==> src/include/priv_irq_defs.svh <==
`ifndef PRIV_IRQ_DEFS_SVH
`define PRIV_IRQ_DEFS_SVH

// vector numbers
`define VEC_RESET        5'h00
`define VEC_MEM_ERR      5'h01
`define VEC_INSTR_ERR    5'h02
`define VEC_FIRST_IRQ    5'h03
// slot size in bytes: two words
`define VEC_SLOT_SHIFT   3
// exception cause codes
`define CAUSE_NONE       8'h00
`define CAUSE_LINK_ACC   8'h01
`define CAUSE_AUX_PRIV   8'h02
`define CAUSE_MEM_ERR    8'h03
// status word fields
`define STW_USER_BIT     7
`define STW_E1_BIT       1
`define STW_E2_BIT       2
`define STW_ACT1_BIT     8
`define STW_ACT2_BIT     9
`define STW_EXC_BIT      10
`define STW_ARITH_CONDITION_BITS_LSB     28
`define STW_ARITH_CONDITION_BITS_MASK    32'hF000_0000
// auxiliary register numbers checked for user access
`define AUX_LOOP_BEGIN   12'h002
`define AUX_LOOP_FINISH  12'h003
`define AUX_PROG_CNT     12'h006
`define AUX_STATUS_WORD  12'h00A
`define AUX_EXT_LOW      12'h600
// reset values and build info fields
`define STW_RESET        32'h0000_0000
`define VBASE_RESET      32'h0000_0000
`define LEVEL_RESET      32'h0000_0002
`define BUILD_VERSION    8'h01
`define BUILD_COUNT_32   2'h1

`endif

==> src/include/priv_irq_pkg.sv <==
package priv_irq_pkg;
   typedef enum logic [1:0] {
      ENTRY_NONE,
      ENTRY_EXC,
      ENTRY_L2,
      ENTRY_L1
   } entry_kind_t;
endpackage

==> src/rtl/privilege_and_interrupt_entry.sv <==
`include "priv_irq_defs.svh"
`timescale 1ns/1ps
`default_nettype none

module privilege_and_interrupt_entry
   import priv_irq_pkg::*;
#(
   parameter int NUM_VEC = 32
) (
   input  wire logic        clk_sys_i,
   input  wire logic        rst_n_i,
   // peripheral lines, asynchronous
   input  wire logic [31:0] irq_lines_i,
   // pipeline side
   input  wire logic        insn_boundary_i,
   input  wire logic [31:0] next_pc_i,
   input  wire logic        link_reg_access_i,
   input  wire logic        aux_access_i,
   input  wire logic [11:0] aux_num_i,
   input  wire logic        ext_user_allow_i,
   input  wire logic        trap_i,
   input  wire logic        mem_error_i,
   input  wire logic        machine_check_i,
   input  wire logic        exc_return_i,
   input  wire logic        irq_return_i,
   input  wire logic        flag_write_i,
   input  wire logic [31:0] flag_value_i,
   input  wire logic        debug_halted_i,
   input  wire logic        debug_stw_write_i,
   input  wire logic [31:0] debug_stw_value_i,
   // control registers as plain ports
   input  wire logic        level_assign_we_i,
   input  wire logic [31:0] level_assign_i,
   input  wire logic        sensitivity_we_i,
   input  wire logic [31:0] sensitivity_i,
   input  wire logic        enable_we_i,
   input  wire logic [31:0] enable_i,
   input  wire logic        vector_base_we_i,
   input  wire logic [31:0] vector_base_i,
   // handler rewrite of the exception saved status, picks the return mode
   input  wire logic        exc_status_we_i,
   input  wire logic [31:0] exc_status_i,
   // outputs
   output logic             user_mode_o,
   output logic [31:0]      machine_status_word_o,
   output logic [31:0]      level1_return_link_o,
   output logic [31:0]      level2_return_link_o,
   output logic [31:0]      level1_saved_status_o,
   output logic [31:0]      level2_saved_status_o,
   output logic [31:0]      exception_return_addr_o,
   output logic [31:0]      exception_saved_status_o,
   output logic [7:0]       exception_cause_reg_o,
   output logic [31:0]      vector_base_o,
   output logic [31:0]      vector_unit_build_info_o,
   output logic [31:0]      pending_o,
   output logic             redirect_o,
   output logic [31:0]      redirect_pc_o,
   output logic [4:0]       redirect_vec_o,
   output logic             access_fault_o
);

   if (NUM_VEC != 32) begin
      $error("only 32 vectors supported");
   end

   // two-flop synchroniser for the asynchronous lines
   logic [31:0] sync1_q;
   logic [31:0] sync2_q;
   logic [31:0] prev_q;
   always_ff @(posedge clk_sys_i) begin
      if (!rst_n_i) begin
         sync1_q <= '0;
         sync2_q <= '0;
         prev_q  <= '0;
      end else begin
         sync1_q <= irq_lines_i;
         sync2_q <= sync1_q;
         prev_q  <= sync2_q;
      end
   end

   function automatic logic [31:0] slot_addr(input logic [31:0] base, input logic [4:0] v);
      slot_addr = base + ({27'h000_0000, v} << `VEC_SLOT_SHIFT);
   endfunction

   function automatic logic user_aux_ok(input logic [11:0] n, input logic ext_ok);
      user_aux_ok = (n == `AUX_PROG_CNT) || (n == `AUX_STATUS_WORD) ||
                    (n == `AUX_LOOP_BEGIN) || (n == `AUX_LOOP_FINISH) ||
                    ((n >= `AUX_EXT_LOW) && ext_ok);
   endfunction

   function automatic logic [5:0] first_set(input logic [31:0] m);
      first_set = 6'h20;
      for (int i = 31; i >= 0; i--) begin
         if (m[i]) begin
            first_set = 6'(i); // lowest line wins
         end
      end
   endfunction

   logic [31:0] stw_q;
   logic [31:0] level_q;
   logic [31:0] sense_q;
   logic [31:0] enable_q;
   logic [31:0] pend_q;
   logic [31:0] vbase_q;

   // configuration: level, trigger, enables, base
   always_ff @(posedge clk_sys_i) begin
      if (!rst_n_i) begin
         level_q  <= `LEVEL_RESET;
         sense_q  <= '0;
         enable_q <= '0;
         vbase_q  <= `VBASE_RESET;
      end else begin
         if (level_assign_we_i) begin
            level_q <= level_assign_i;
         end
         if (sensitivity_we_i) begin
            sense_q <= sensitivity_i;
         end
         if (enable_we_i) begin
            enable_q <= enable_i; // software gates lines while reprogramming
         end
         if (vector_base_we_i) begin
            vbase_q <= {vector_base_i[31:10], 10'h000};
         end
      end
   end

   // a taken pulse irq clears its latch; new edges win over the clear
   logic [31:0] raw_req;
   logic [31:0] take_mask;
   always_comb begin
      raw_req = (sense_q & pend_q) | (~sense_q & sync2_q);
      raw_req[2:0] = 3'b000;
   end

   always_ff @(posedge clk_sys_i) begin
      if (!rst_n_i) begin
         pend_q <= '0;
      end else begin
         pend_q <= (pend_q & ~(take_mask & sense_q)) | (sync2_q & ~prev_q & sense_q);
      end
   end

   // priority resolution
   logic [31:0] cand_l2;
   logic [31:0] cand_l1;
   logic [5:0]  win_l2;
   logic [5:0]  win_l1;
   logic        act1;
   logic        act2;
   logic        in_exc;
   logic        is_user;
   logic        user_fault;
   logic        exc_req;
   entry_kind_t kind;
   logic [4:0]  vec;

   assign act1    = stw_q[`STW_ACT1_BIT];
   assign act2    = stw_q[`STW_ACT2_BIT];
   assign in_exc  = stw_q[`STW_EXC_BIT];
   assign is_user = stw_q[`STW_USER_BIT];

   always_comb begin
      cand_l2 = raw_req & enable_q & level_q;
      cand_l1 = raw_req & enable_q & ~level_q;
      win_l2  = first_set(cand_l2);
      win_l1  = first_set(cand_l1);
      user_fault = is_user && ((link_reg_access_i) ||
                   (aux_access_i && !user_aux_ok(aux_num_i, ext_user_allow_i)));
      exc_req = user_fault || mem_error_i || trap_i || machine_check_i;
      kind = ENTRY_NONE;
      vec  = `VEC_RESET;
      take_mask = '0;
      if (exc_req) begin
         kind = ENTRY_EXC; // exceptions first
         vec  = mem_error_i ? `VEC_MEM_ERR :
                (machine_check_i ? `VEC_RESET : `VEC_INSTR_ERR);
      end else if (insn_boundary_i && !in_exc && !win_l2[5] &&
                   stw_q[`STW_E2_BIT] && !act2) begin
         kind = ENTRY_L2;
         vec  = win_l2[4:0];
         take_mask[win_l2[4:0]] = 1'b1;
      end else if (insn_boundary_i && !in_exc && !win_l1[5] &&
                   stw_q[`STW_E1_BIT] && !act1 && !act2) begin
         kind = ENTRY_L1;
         vec  = win_l1[4:0];
         take_mask[win_l1[4:0]] = 1'b1;
      end
   end

   logic [31:0] l1_link_q;
   logic [31:0] l2_link_q;
   logic [31:0] l1_stat_q;
   logic [31:0] l2_stat_q;
   logic [31:0] exception_return_addr_q;
   logic [31:0] estat_q;
   logic [7:0]  cause_q;

   // save links and status on entry
   always_ff @(posedge clk_sys_i) begin
      if (!rst_n_i) begin
         l1_link_q <= '0;
         l2_link_q <= '0;
         l1_stat_q <= '0;
         l2_stat_q <= '0;
         exception_return_addr_q    <= '0;
         estat_q   <= '0;
         cause_q   <= `CAUSE_NONE;
      end else begin
         if (exc_status_we_i) begin
            estat_q <= exc_status_i; // entry below overrides
         end
         case (kind)
            ENTRY_L1: begin
               l1_link_q <= next_pc_i;
               l1_stat_q <= stw_q;
            end
            ENTRY_L2: begin
               l2_link_q <= next_pc_i;
               l2_stat_q <= stw_q;
            end
            ENTRY_EXC: begin
               exception_return_addr_q  <= next_pc_i;
               estat_q <= stw_q;
               if (mem_error_i || (user_fault && !trap_i)) begin
                  l2_link_q <= next_pc_i; // memory errors and user faults share the second pair
                  l2_stat_q <= stw_q;
               end
               if (mem_error_i) begin
                  cause_q <= `CAUSE_MEM_ERR;
               end else if (user_fault && link_reg_access_i) begin
                  cause_q <= `CAUSE_LINK_ACC;
               end else if (user_fault) begin
                  cause_q <= `CAUSE_AUX_PRIV;
               end
            end
            default: begin
            end
         endcase
      end
   end

   // status word: mode, enables, active bits; gprs live elsewhere, untouched
   always_ff @(posedge clk_sys_i) begin
      if (!rst_n_i) begin
         stw_q <= `STW_RESET; // kernel from reset
      end else if (debug_halted_i && debug_stw_write_i) begin
         stw_q <= debug_stw_value_i;
         stw_q[`STW_USER_BIT] <= 1'b0;
      end else if (kind == ENTRY_EXC) begin
         stw_q[`STW_USER_BIT] <= 1'b0;
         stw_q[`STW_EXC_BIT]  <= 1'b1;
         stw_q[`STW_E1_BIT]   <= 1'b0;
         stw_q[`STW_E2_BIT]   <= 1'b0;
      end else if (kind == ENTRY_L2) begin
         stw_q[`STW_USER_BIT] <= 1'b0;
         stw_q[`STW_ACT2_BIT] <= 1'b1;
      end else if (kind == ENTRY_L1) begin
         stw_q[`STW_USER_BIT] <= 1'b0;
         stw_q[`STW_ACT1_BIT] <= 1'b1;
      end else if (exc_return_i) begin
         stw_q <= estat_q;
      end else if (irq_return_i && act2) begin
         stw_q <= l2_stat_q; // highest active level first
      end else if (irq_return_i && act1) begin
         stw_q <= l1_stat_q;
      end else if (flag_write_i) begin
         stw_q <= (flag_value_i & ~(32'h1 << `STW_USER_BIT)) |
                  (stw_q & (32'h1 << `STW_USER_BIT));
      end
   end

   // entry redirect and visible state, all registered
   always_ff @(posedge clk_sys_i) begin
      if (!rst_n_i) begin
         redirect_o     <= 1'b0;
         redirect_pc_o  <= '0;
         redirect_vec_o <= '0;
         access_fault_o <= 1'b0;
      end else begin
         redirect_o     <= (kind != ENTRY_NONE);
         redirect_pc_o  <= slot_addr(vbase_q, vec);
         redirect_vec_o <= vec;
         access_fault_o <= user_fault;
      end
   end

   always_ff @(posedge clk_sys_i) begin
      if (!rst_n_i) begin
         user_mode_o              <= 1'b0;
         machine_status_word_o    <= `STW_RESET;
         level1_return_link_o     <= '0;
         level2_return_link_o     <= '0;
         level1_saved_status_o    <= '0;
         level2_saved_status_o    <= '0;
         exception_return_addr_o  <= '0;
         exception_saved_status_o <= '0;
         exception_cause_reg_o    <= `CAUSE_NONE;
         vector_base_o            <= `VBASE_RESET;
         vector_unit_build_info_o <= '0;
         pending_o                <= '0;
      end else begin
         user_mode_o              <= is_user;
         machine_status_word_o    <= stw_q;
         level1_return_link_o     <= l1_link_q;
         level2_return_link_o     <= l2_link_q;
         level1_saved_status_o    <= l1_stat_q;
         level2_saved_status_o    <= l2_stat_q;
         exception_return_addr_o  <= exception_return_addr_q;
         exception_saved_status_o <= estat_q;
         exception_cause_reg_o    <= cause_q;
         vector_base_o            <= vbase_q;
         vector_unit_build_info_o <= {vbase_q[31:10], `BUILD_COUNT_32, `BUILD_VERSION};
         pending_o                <= raw_req;
      end
   end

endmodule

`default_nettype wire

==> config.mk <==
export PLATFORM = sky130hd
export DESIGN_NAME = privilege_and_interrupt_entry
export DESIGN_NICKNAME = d
export VERILOG_FILES = /design/src/include/priv_irq_pkg.sv /design/src/rtl/privilege_and_interrupt_entry.sv
export VERILOG_INCLUDE_DIRS = /design/src /design/src/include
export SDC_FILE = /design/constraint.sdc
export NUM_CORES = 1
export LEC_CHECK = 0
export ABC_CLOCK_PERIOD_IN_PS = 4400
export BUFFER_PORTS_ARGS = -buffer_cell sky130_fd_sc_hd__buf_2
export CAP_MARGIN = 20
export CORE_AREA = 2 2 266 268
export DETAILED_ROUTE_END_ITERATION = 10
export DIE_AREA = 0 0 268 270
export MAX_ROUTING_LAYER = met4
export PLACE_DENSITY = 0.59
export SETUP_SLACK_MARGIN = 0.2
export SLEW_MARGIN = 15
export SYNTH_ARGS = -nofsm -noshare
export SYNTH_HDL_FRONTEND = slang
export SYNTH_SLANG_ARGS = --single-unit
==> constraint.sdc <==
create_clock -name clk_sys_i -period 4.4 [get_ports clk_sys_i]
set_clock_uncertainty 0.05 [all_clocks]
set_input_delay 0.44 -clock clk_sys_i [delete_from_list [all_inputs] [get_ports clk_sys_i]]
set_output_delay 0.44 -clock clk_sys_i [all_outputs]
set_load 0.05 [all_outputs]
# After elaboration in Yosys (flattened, before gate mapping)
# Index checks and enable logic that the tools add are counted.
# classes
addsub	1
n_mul	0
div_mod_pow	0
n_lt_le_gt_ge	5
eq_ne	14
shifts	0
muxes	109
bitwise_logic	17
n_reduce_logical	50
# op_table
cell	n
32-bit 2-to-1 mux	12
6-bit 2-to-1 mux	64
32-bit bitwise AND	9
32-bit inverter	4
32-bit case mux with 2 select lines	2
32-bit bitwise OR	2
32-bit by 8-bit adder with 32-bit output	1
32-bit by 8-bit bitwise OR with 32-bit output	1
12-bit by 2-bit == test with 1-bit output (second input constant)	2
8-bit 2-to-1 mux	3
23-bit 2-to-1 mux	1
22-bit 2-to-1 mux	1
21-bit 2-to-1 mux	1
1-bit logical AND	18
6-bit nonzero test	3
2-bit 2-to-1 mux	8
5-bit 2-to-1 mux	3
7-bit 2-to-1 mux	2
12-bit by 3-bit == test with 1-bit output (second input constant)	1
12-bit by 4-bit == test with 1-bit output (second input constant)	1
12-bit by 11-bit greater-or-equal comparator with 1-bit output (second input constant)	1
5-bit by 6-bit < comparator with 1-bit output (second input constant)	2
1-bit demux with 5-bit select	2
5-bit by 1-bit greater-or-equal comparator with 1-bit output (second input constant)	2
18 further kinds	50
# word_totals
regBits	814
latch_bits	0
ram_bits	0
rom_bits	0
output_inout_bits	368
elab_cells	233
memories	0

# Depth between registers and ports, before layout
# depth
ltp_word	50
depth_mapped	16

# Worst setup path before layout
# OpenSTA, ideal clock, no wires.
# synth_timing
kind	register to register
from	reg sense_q[10]
to	reg exception_return_addr_q[24]
setup_ps	128
arrival_ps	3722
required_time_ps	4222
path_slack_ps	500
stages_incl_launch_ff	14
period_less_slack_ps	3900
cell_sequence	dfxtp_1 > mux2_4 > a32o_2 > nor4_4 > a41oi_4 > a211oi_1 > nor2_1 > inv_1 > ha_1 > clkbuf_1 > clkbuf_1 > buf_1 > mux2i_1 > nor2_1
# synth_between
elab_chain_len	25
elab_cells_between_ends	42
# synth_lines
element	line_no	source
start, declared	privilege_and_interrupt_entry.sv:103	logic [31:0] sense_q;
start signal, assigned	privilege_and_interrupt_entry.sv:120	sense_q <= sensitivity_i;
32-bit inverter	privilege_and_interrupt_entry.sv:135	raw_req = (sense_q & pend_q) | (~sense_q & sync2_q);
32-bit bitwise AND	privilege_and_interrupt_entry.sv:135	
32-bit bitwise OR (*)	privilege_and_interrupt_entry.sv:135	
32-bit bitwise AND (*)	privilege_and_interrupt_entry.sv:167, privilege_and_interrupt_entry.sv:168	
32-bit bitwise AND	privilege_and_interrupt_entry.sv:168	cand_l1 = raw_req & enable_q & ~level_q;
6-bit 2-to-1 mux (11 in a row)	privilege_and_interrupt_entry.sv:95	if (m[i]) begin
1-bit zero test	privilege_and_interrupt_entry.sv:186	end else if (insn_boundary_i && !in_exc && !win_l1[5] &&
1-bit logical AND (4 in a row)	privilege_and_interrupt_entry.sv:186	
2-bit 2-to-1 mux	privilege_and_interrupt_entry.sv:186	
2-bit 2-to-1 mux (*)	privilege_and_interrupt_entry.sv:181	end else if (insn_boundary_i && !in_exc && !win_l2[5] &&
2-bit 2-to-1 mux (*)	privilege_and_interrupt_entry.sv:177	if (exc_req) begin
2-bit by 1-bit == test with 1-bit output (*)	privilege_and_interrupt_entry.sv:216	case (kind)
end signal, assigned	privilege_and_interrupt_entry.sv:226	exception_return_addr_q <= next_pc_i;
end, declared	privilege_and_interrupt_entry.sv:198	logic [31:0] exception_return_addr_q;
# Every way passes the cells marked *; elsewhere a longest branch is shown, timed or not.
# A chain may end at the register's enable or synchronous reset.

# Worst setup path in the final report
# layout_timing
from	reg sense_q[15]
to	reg l2_stat_q[8]
# layout_between
elab_chain_len	32
elab_cells_between_ends	57
# layout_lines
element	line_no	source
32-bit inverter	privilege_and_interrupt_entry.sv:135	
32-bit bitwise AND	privilege_and_interrupt_entry.sv:135	
32-bit bitwise OR (*)	privilege_and_interrupt_entry.sv:135	
32-bit bitwise AND (*)	privilege_and_interrupt_entry.sv:167, privilege_and_interrupt_entry.sv:168	
32-bit bitwise AND	privilege_and_interrupt_entry.sv:168	
6-bit 2-to-1 mux (16 in a row)	privilege_and_interrupt_entry.sv:95	
1-bit zero test	privilege_and_interrupt_entry.sv:186	
1-bit logical AND (4 in a row)	privilege_and_interrupt_entry.sv:186	
2-bit 2-to-1 mux	privilege_and_interrupt_entry.sv:186	
2-bit 2-to-1 mux (*)	privilege_and_interrupt_entry.sv:181	
2-bit 2-to-1 mux (*)	privilege_and_interrupt_entry.sv:177	
2-bit by 1-bit == test with 1-bit output or 2-bit == test (tied branches)	privilege_and_interrupt_entry.sv:216	
2-bit != test (no line) or 2-bit nonzero test (tied branches)	--	
2-bit AND reduction (no line)	--	
end signal, assigned	privilege_and_interrupt_entry.sv:223	l2_stat_q <= stw_q;
end signal, assigned	privilege_and_interrupt_entry.sv:230	l2_stat_q <= stw_q;
end, declared	privilege_and_interrupt_entry.sv:197	logic [31:0] l2_stat_q;
# Marks and branches as above.

==> load_flow_metrics.sql <==
INSERT INTO impl_metrics (metric_group, metric, value, unit) VALUES
('status', 'run_status', 'finished, final reports clean', ''),
('layout', 'nNetsFinal', '3788', ''),
('global_routing', 'antenna_found_initial', '24', ''),
('layout', 'seq_area', '14700', 'um^2'),
('floorplan', 'fp.dieW', '268', 'um'),
('layout', 'n_fill_cell', '6546', ''),
('timing', 'slew_violations', '0', ''),
('worst_setup_path', 'worst_ep_arrival_time', '4.36', 'ns'),
('synth', 'seq_area_frac_synth', '54.1', '%'),
('pwr', 'power.clock.fraction', '44.1', '%'),
('drt', 'drt_first_iter_violations', '1687', ''),
('timing', 'setup-tns-final', '0', 'ns'),
('layout', 'finish.utilization', '50.4', '%'),
('floorplan', 'die_area', '72400', 'um^2'),
('floorplan', 'placementRows', '97', ''),
('floorplan', 'core_area', '69500', 'um^2'),
('cts', 'cts_tree', 'built', ''),
('timing', 'setup_repair_after_global_routing_missed_its_margin', 'no', ''),
('synth', 'synth_cell_type_count', '79', ''),
('global_routing', 'grt_pass1_vias', '21000', ''),
('worst_setup_path', 'start_kind', 'flop', ''),
('worst_setup_path', 'endpoint_kind', 'flop', ''),
('floorplan', 'floorplan.initialDensity', '39.1', '%'),
('layout', 'finish.cell_count_without_fillers', '4492', ''),
('synth', 'post-synth-top-area-fraction', '54.1', '%'),
('global_routing', 'first_pass_grt_wire_length', '131000', 'um'),
('synth', 'post_synth_main_area_contributors', 'dfxtp_1 (54%), mux2i_1 (9.7%), and2_1 (6.5%), nor2_1 (5.8%), a21oi_1 (2.8%)', ''),
('timing', 'timing.max_slew.rel_slack', '29.9', '%'),
('flow_run', 'drv_cap', '0', ''),
('global_routing', 'overflow', '0', ''),
('cts', 'max-clock-path-buffers', '3', ''),
('pwr', 'netSwitchingPower', '4.14', 'mW'),
('cts', 'cts_sinks', '736', ''),
('pwr', 'power.sequential.fraction', '45.1', '%'),
('drt', 'post_drt_wl_per_cell', '19.7', 'um'),
('synth', 'syn-mean-instance-area', '9.74', 'um^2'),
('drt', 'drtPass1Iterations', '9', ''),
('cts', 'clock-root-buffer', 'clkbuf_16', ''),
('synth', 'synth_warnings', '0', ''),
('worst_setup_path', 'critical-path-slowest-cell', 'nor4_4', ''),
('timing', 'max_clock_freq', '0.260', 'GHz'),
('worst_setup_path', 'timing.setup.critical_path_class', 'reg -> reg', ''),
('synth', 'top_cell_types_by_occurrence_after_synthesis', 'dfxtp_1 (736), nor2_1 (419), and2_1 (283)', ''),
('drt', 'drtAntennaViolNets', '0', ''),
('place', 'cell_total_after_placement', '4207', ''),
('synth', 'async_flop_share', '0', '%'),
('place', 'hpwl', '62300', 'um'),
('synth', 'synth_top_cell_by_area', 'dfxtp_1', ''),
('pwr', 'p_leak', '16.1', 'nW'),
('layout', 'syn2layout_area_growth', '28.8', '%'),
('pwr', 'power.density', '453', 'nW/um^2'),
('worst_setup_path', 'worst-endpoint-required', '4.92', 'ns'),
('worst_setup_path', 'cp_slowest_stage_delay', '0.46', 'ns'),
('synth', 'synth_enable_flop_cells', '0', ''),
('drt', 'finalWirelength', '88400', 'um'),
('timing', 'hold_viol_final', '0', ''),
('pwr', 'ir_worst_vdd', '0.360', 'mV'),
('synth', 'synth_seq_cells', '736', ''),
('worst_setup_path', 'crit_fanout', '32', ''),
('global_routing', 'grt_usage', '24.4', '%'),
('layout', 'multi_input_area', '11100', 'um^2'),
('timing', 'number_of_setup_violations_in_the_final_report', '0', ''),
('pwr', 'internal_power_contribution', '11.7', 'mW'),
('drt', 'viasPerCell', '4.89', ''),
('synth', 'synthesis.area', '27200', 'um^2'),
('drt', 'post_route_drc_violation_count', '0', ''),
('floorplan', 'dieHeight', '270', 'um'),
('cts', 'clkSlewWorstSetupHoldPaths', '0.06', 'ns'),
('layout', 'drive_gt1_share', '25.0', '%'),
('timing', 'timing.final.crit_share', '87.3', '%'),
('global_routing', 'maximum_number_of_pins_on_one_net_before_global_route_repair', '170', '');
## cells in the final DEF, fill, tap and decap left out, types with 9 or more instances in the layout
cell,synthesis,routed
o21ai_0,38,38
a32oi_1,9,9
buf_4,83,39
clkbuf_1,139,26
dlygate4sd3_1,0,114
nor4_1,14,14
clkbuf_16,0,81
dfxtp_1,736,736
buf_12,0,10
diode_2,0,24
mux2_2,35,35
a31oi_1,12,12
nand2b_1,27,27
nand2_1,144,144
o22ai_1,30,29
a211oi_1,14,13
and2_1,283,283
clkbuf_8,0,15
nand3_1,25,25
nor2_1,419,418
o221ai_1,25,25
nor3b_1,9,9
conb_1,1,32
a222oi_1,26,26
a21oi_1,155,154
mux2i_1,264,259
or2_2,13,13
inv_1,98,97
buf_2,0,629
nand3b_1,12,12
nor3_1,18,17
o32ai_1,10,10
## sequential cells by signal (all words and copies together) (netlist names), 29 cells and up
register / flops
estat_q: 32
exception_return_addr_o: 32
exception_return_addr_q: 32
exception_saved_status_o: 32
l1_link_q: 32
l1_stat_q: 32
l2_link_q: 32
l2_stat_q: 32
level1_return_link_o: 32
level1_saved_status_o: 32
level2_return_link_o: 32
level2_saved_status_o: 32
machine_status_word_o: 32
stw_q: 32
enable_q: 29
level_q: 29
pend_q: 29
pending_o: 29
prev_q: 29
sense_q: 29
sync1_q: 29
sync2_q: 29
## cells by family after synthesis
| kind of cell | Yosys count | synth area share [%] |
|---|---|---|
| AO/OA/AOI/OAI | 411 | 10.3 |
| adder cells (fa/ha/maj) | 4 | 0.184 |
| buffers and inverters | 336 | 5.85 |
| flip-flops | 736 | 54.1 |
| multiplexers | 306 | 11.5 |
| other | 1 | 0.0138 |
| AND/OR/NAND/NOR | 1002 | 18.1 |
## worst paths after layout
kind | to | start | slack, ns | cells after the start
min | level_q[13] | level_assign_i[13] | 0.03 | 3
max | l2_stat_q[8] | sense_q[15] | 0.56 | 13
max reg2reg | l2_stat_q[8] | sense_q[15] | 0.56 | 13
min reg2reg | sync2_q[22] | sync1_q[22] | 0.38 | 1
## power by group through the flow
| stage | clock [mW] | sequential [mW] | combinational, mW |
|---|---|---|---|
| 6_report | 7.00 | 7.16 | 1.71 |
| 5_1_grt | 7.43 | 7.20 | 1.84 |
| 4_1_cts | 7.15 | 7.16 | 1.71 |
| 3_5_place_dp | 0 | 7.30 | 1.62 |
| 3_3_place_gp | 0 | 7.30 | 1.62 |
| 2_1_floorplan | 0 | 7.57 | 0.821 |
## cell type report
| type | instances | area share, % |
|---|---|---|
| multi-input cells | 1755 | 31.7 |
| clock inverters | 24 | 1.31 |
| inverters | 98 | 1.07 |
| clock buffers | 122 | 6.65 |
| diodes | 24 | 0.171 |
| repair buffers | 793 | 13.7 |
| flip-flops and latches | 736 | 42.0 |
| well taps | 940 | 3.35 |
## critical path, delay by kind of cell, from the launching register on
family / cells / cell delay, ns
AND/OR/NAND/NOR: 5 / 1.50
multiplexers: 1 / 0.39
buffers and inverters: 2 / 0.37
AO/OA/AOI/OAI: 4 / 0.76
adder cells (fa/ha/maj): 1 / 0.24
flip-flops: 1 / 0.43
## what timing repair did
item / 4_1_cts / 5_1_grt
setup buffers: 0 / 1
hold buffers: 114 / 0
gates resized for setup: 0 / 11
endpoints found under the hold margin: 130 / 0
endpoints found under the setup margin: 0 / 73
## metrics by stage
stage | instance area (um^2) | hold slack (ns) | total power [mW] | setup slack [ns]
2_1_floorplan | 27300 | 0.355 | 8.39 | 0.500
3_3_place_gp | 31000 | 0.365 | 8.92 | 0.326
3_5_place_dp | 31000 | 0.366 | 8.93 | 0.269
4_1_cts | 34900 | 0.000130 | 16.0 | 0.261
5_1_grt | 35000 | 0.0167 | 16.5 | 0.333
6_report | 35100 | 0.0283 | 15.9 | 0.558
## routing by layer
layer  vias up  share of wire, %  GRT usage, %
met5         -                 0             -
met4         0               3.4          8.78
met3       143               6.3          4.95
met2       749                46          38.1
met1     10300                44          31.2
li1      10700                 -             -
Power figures use the tool's default switching activity.
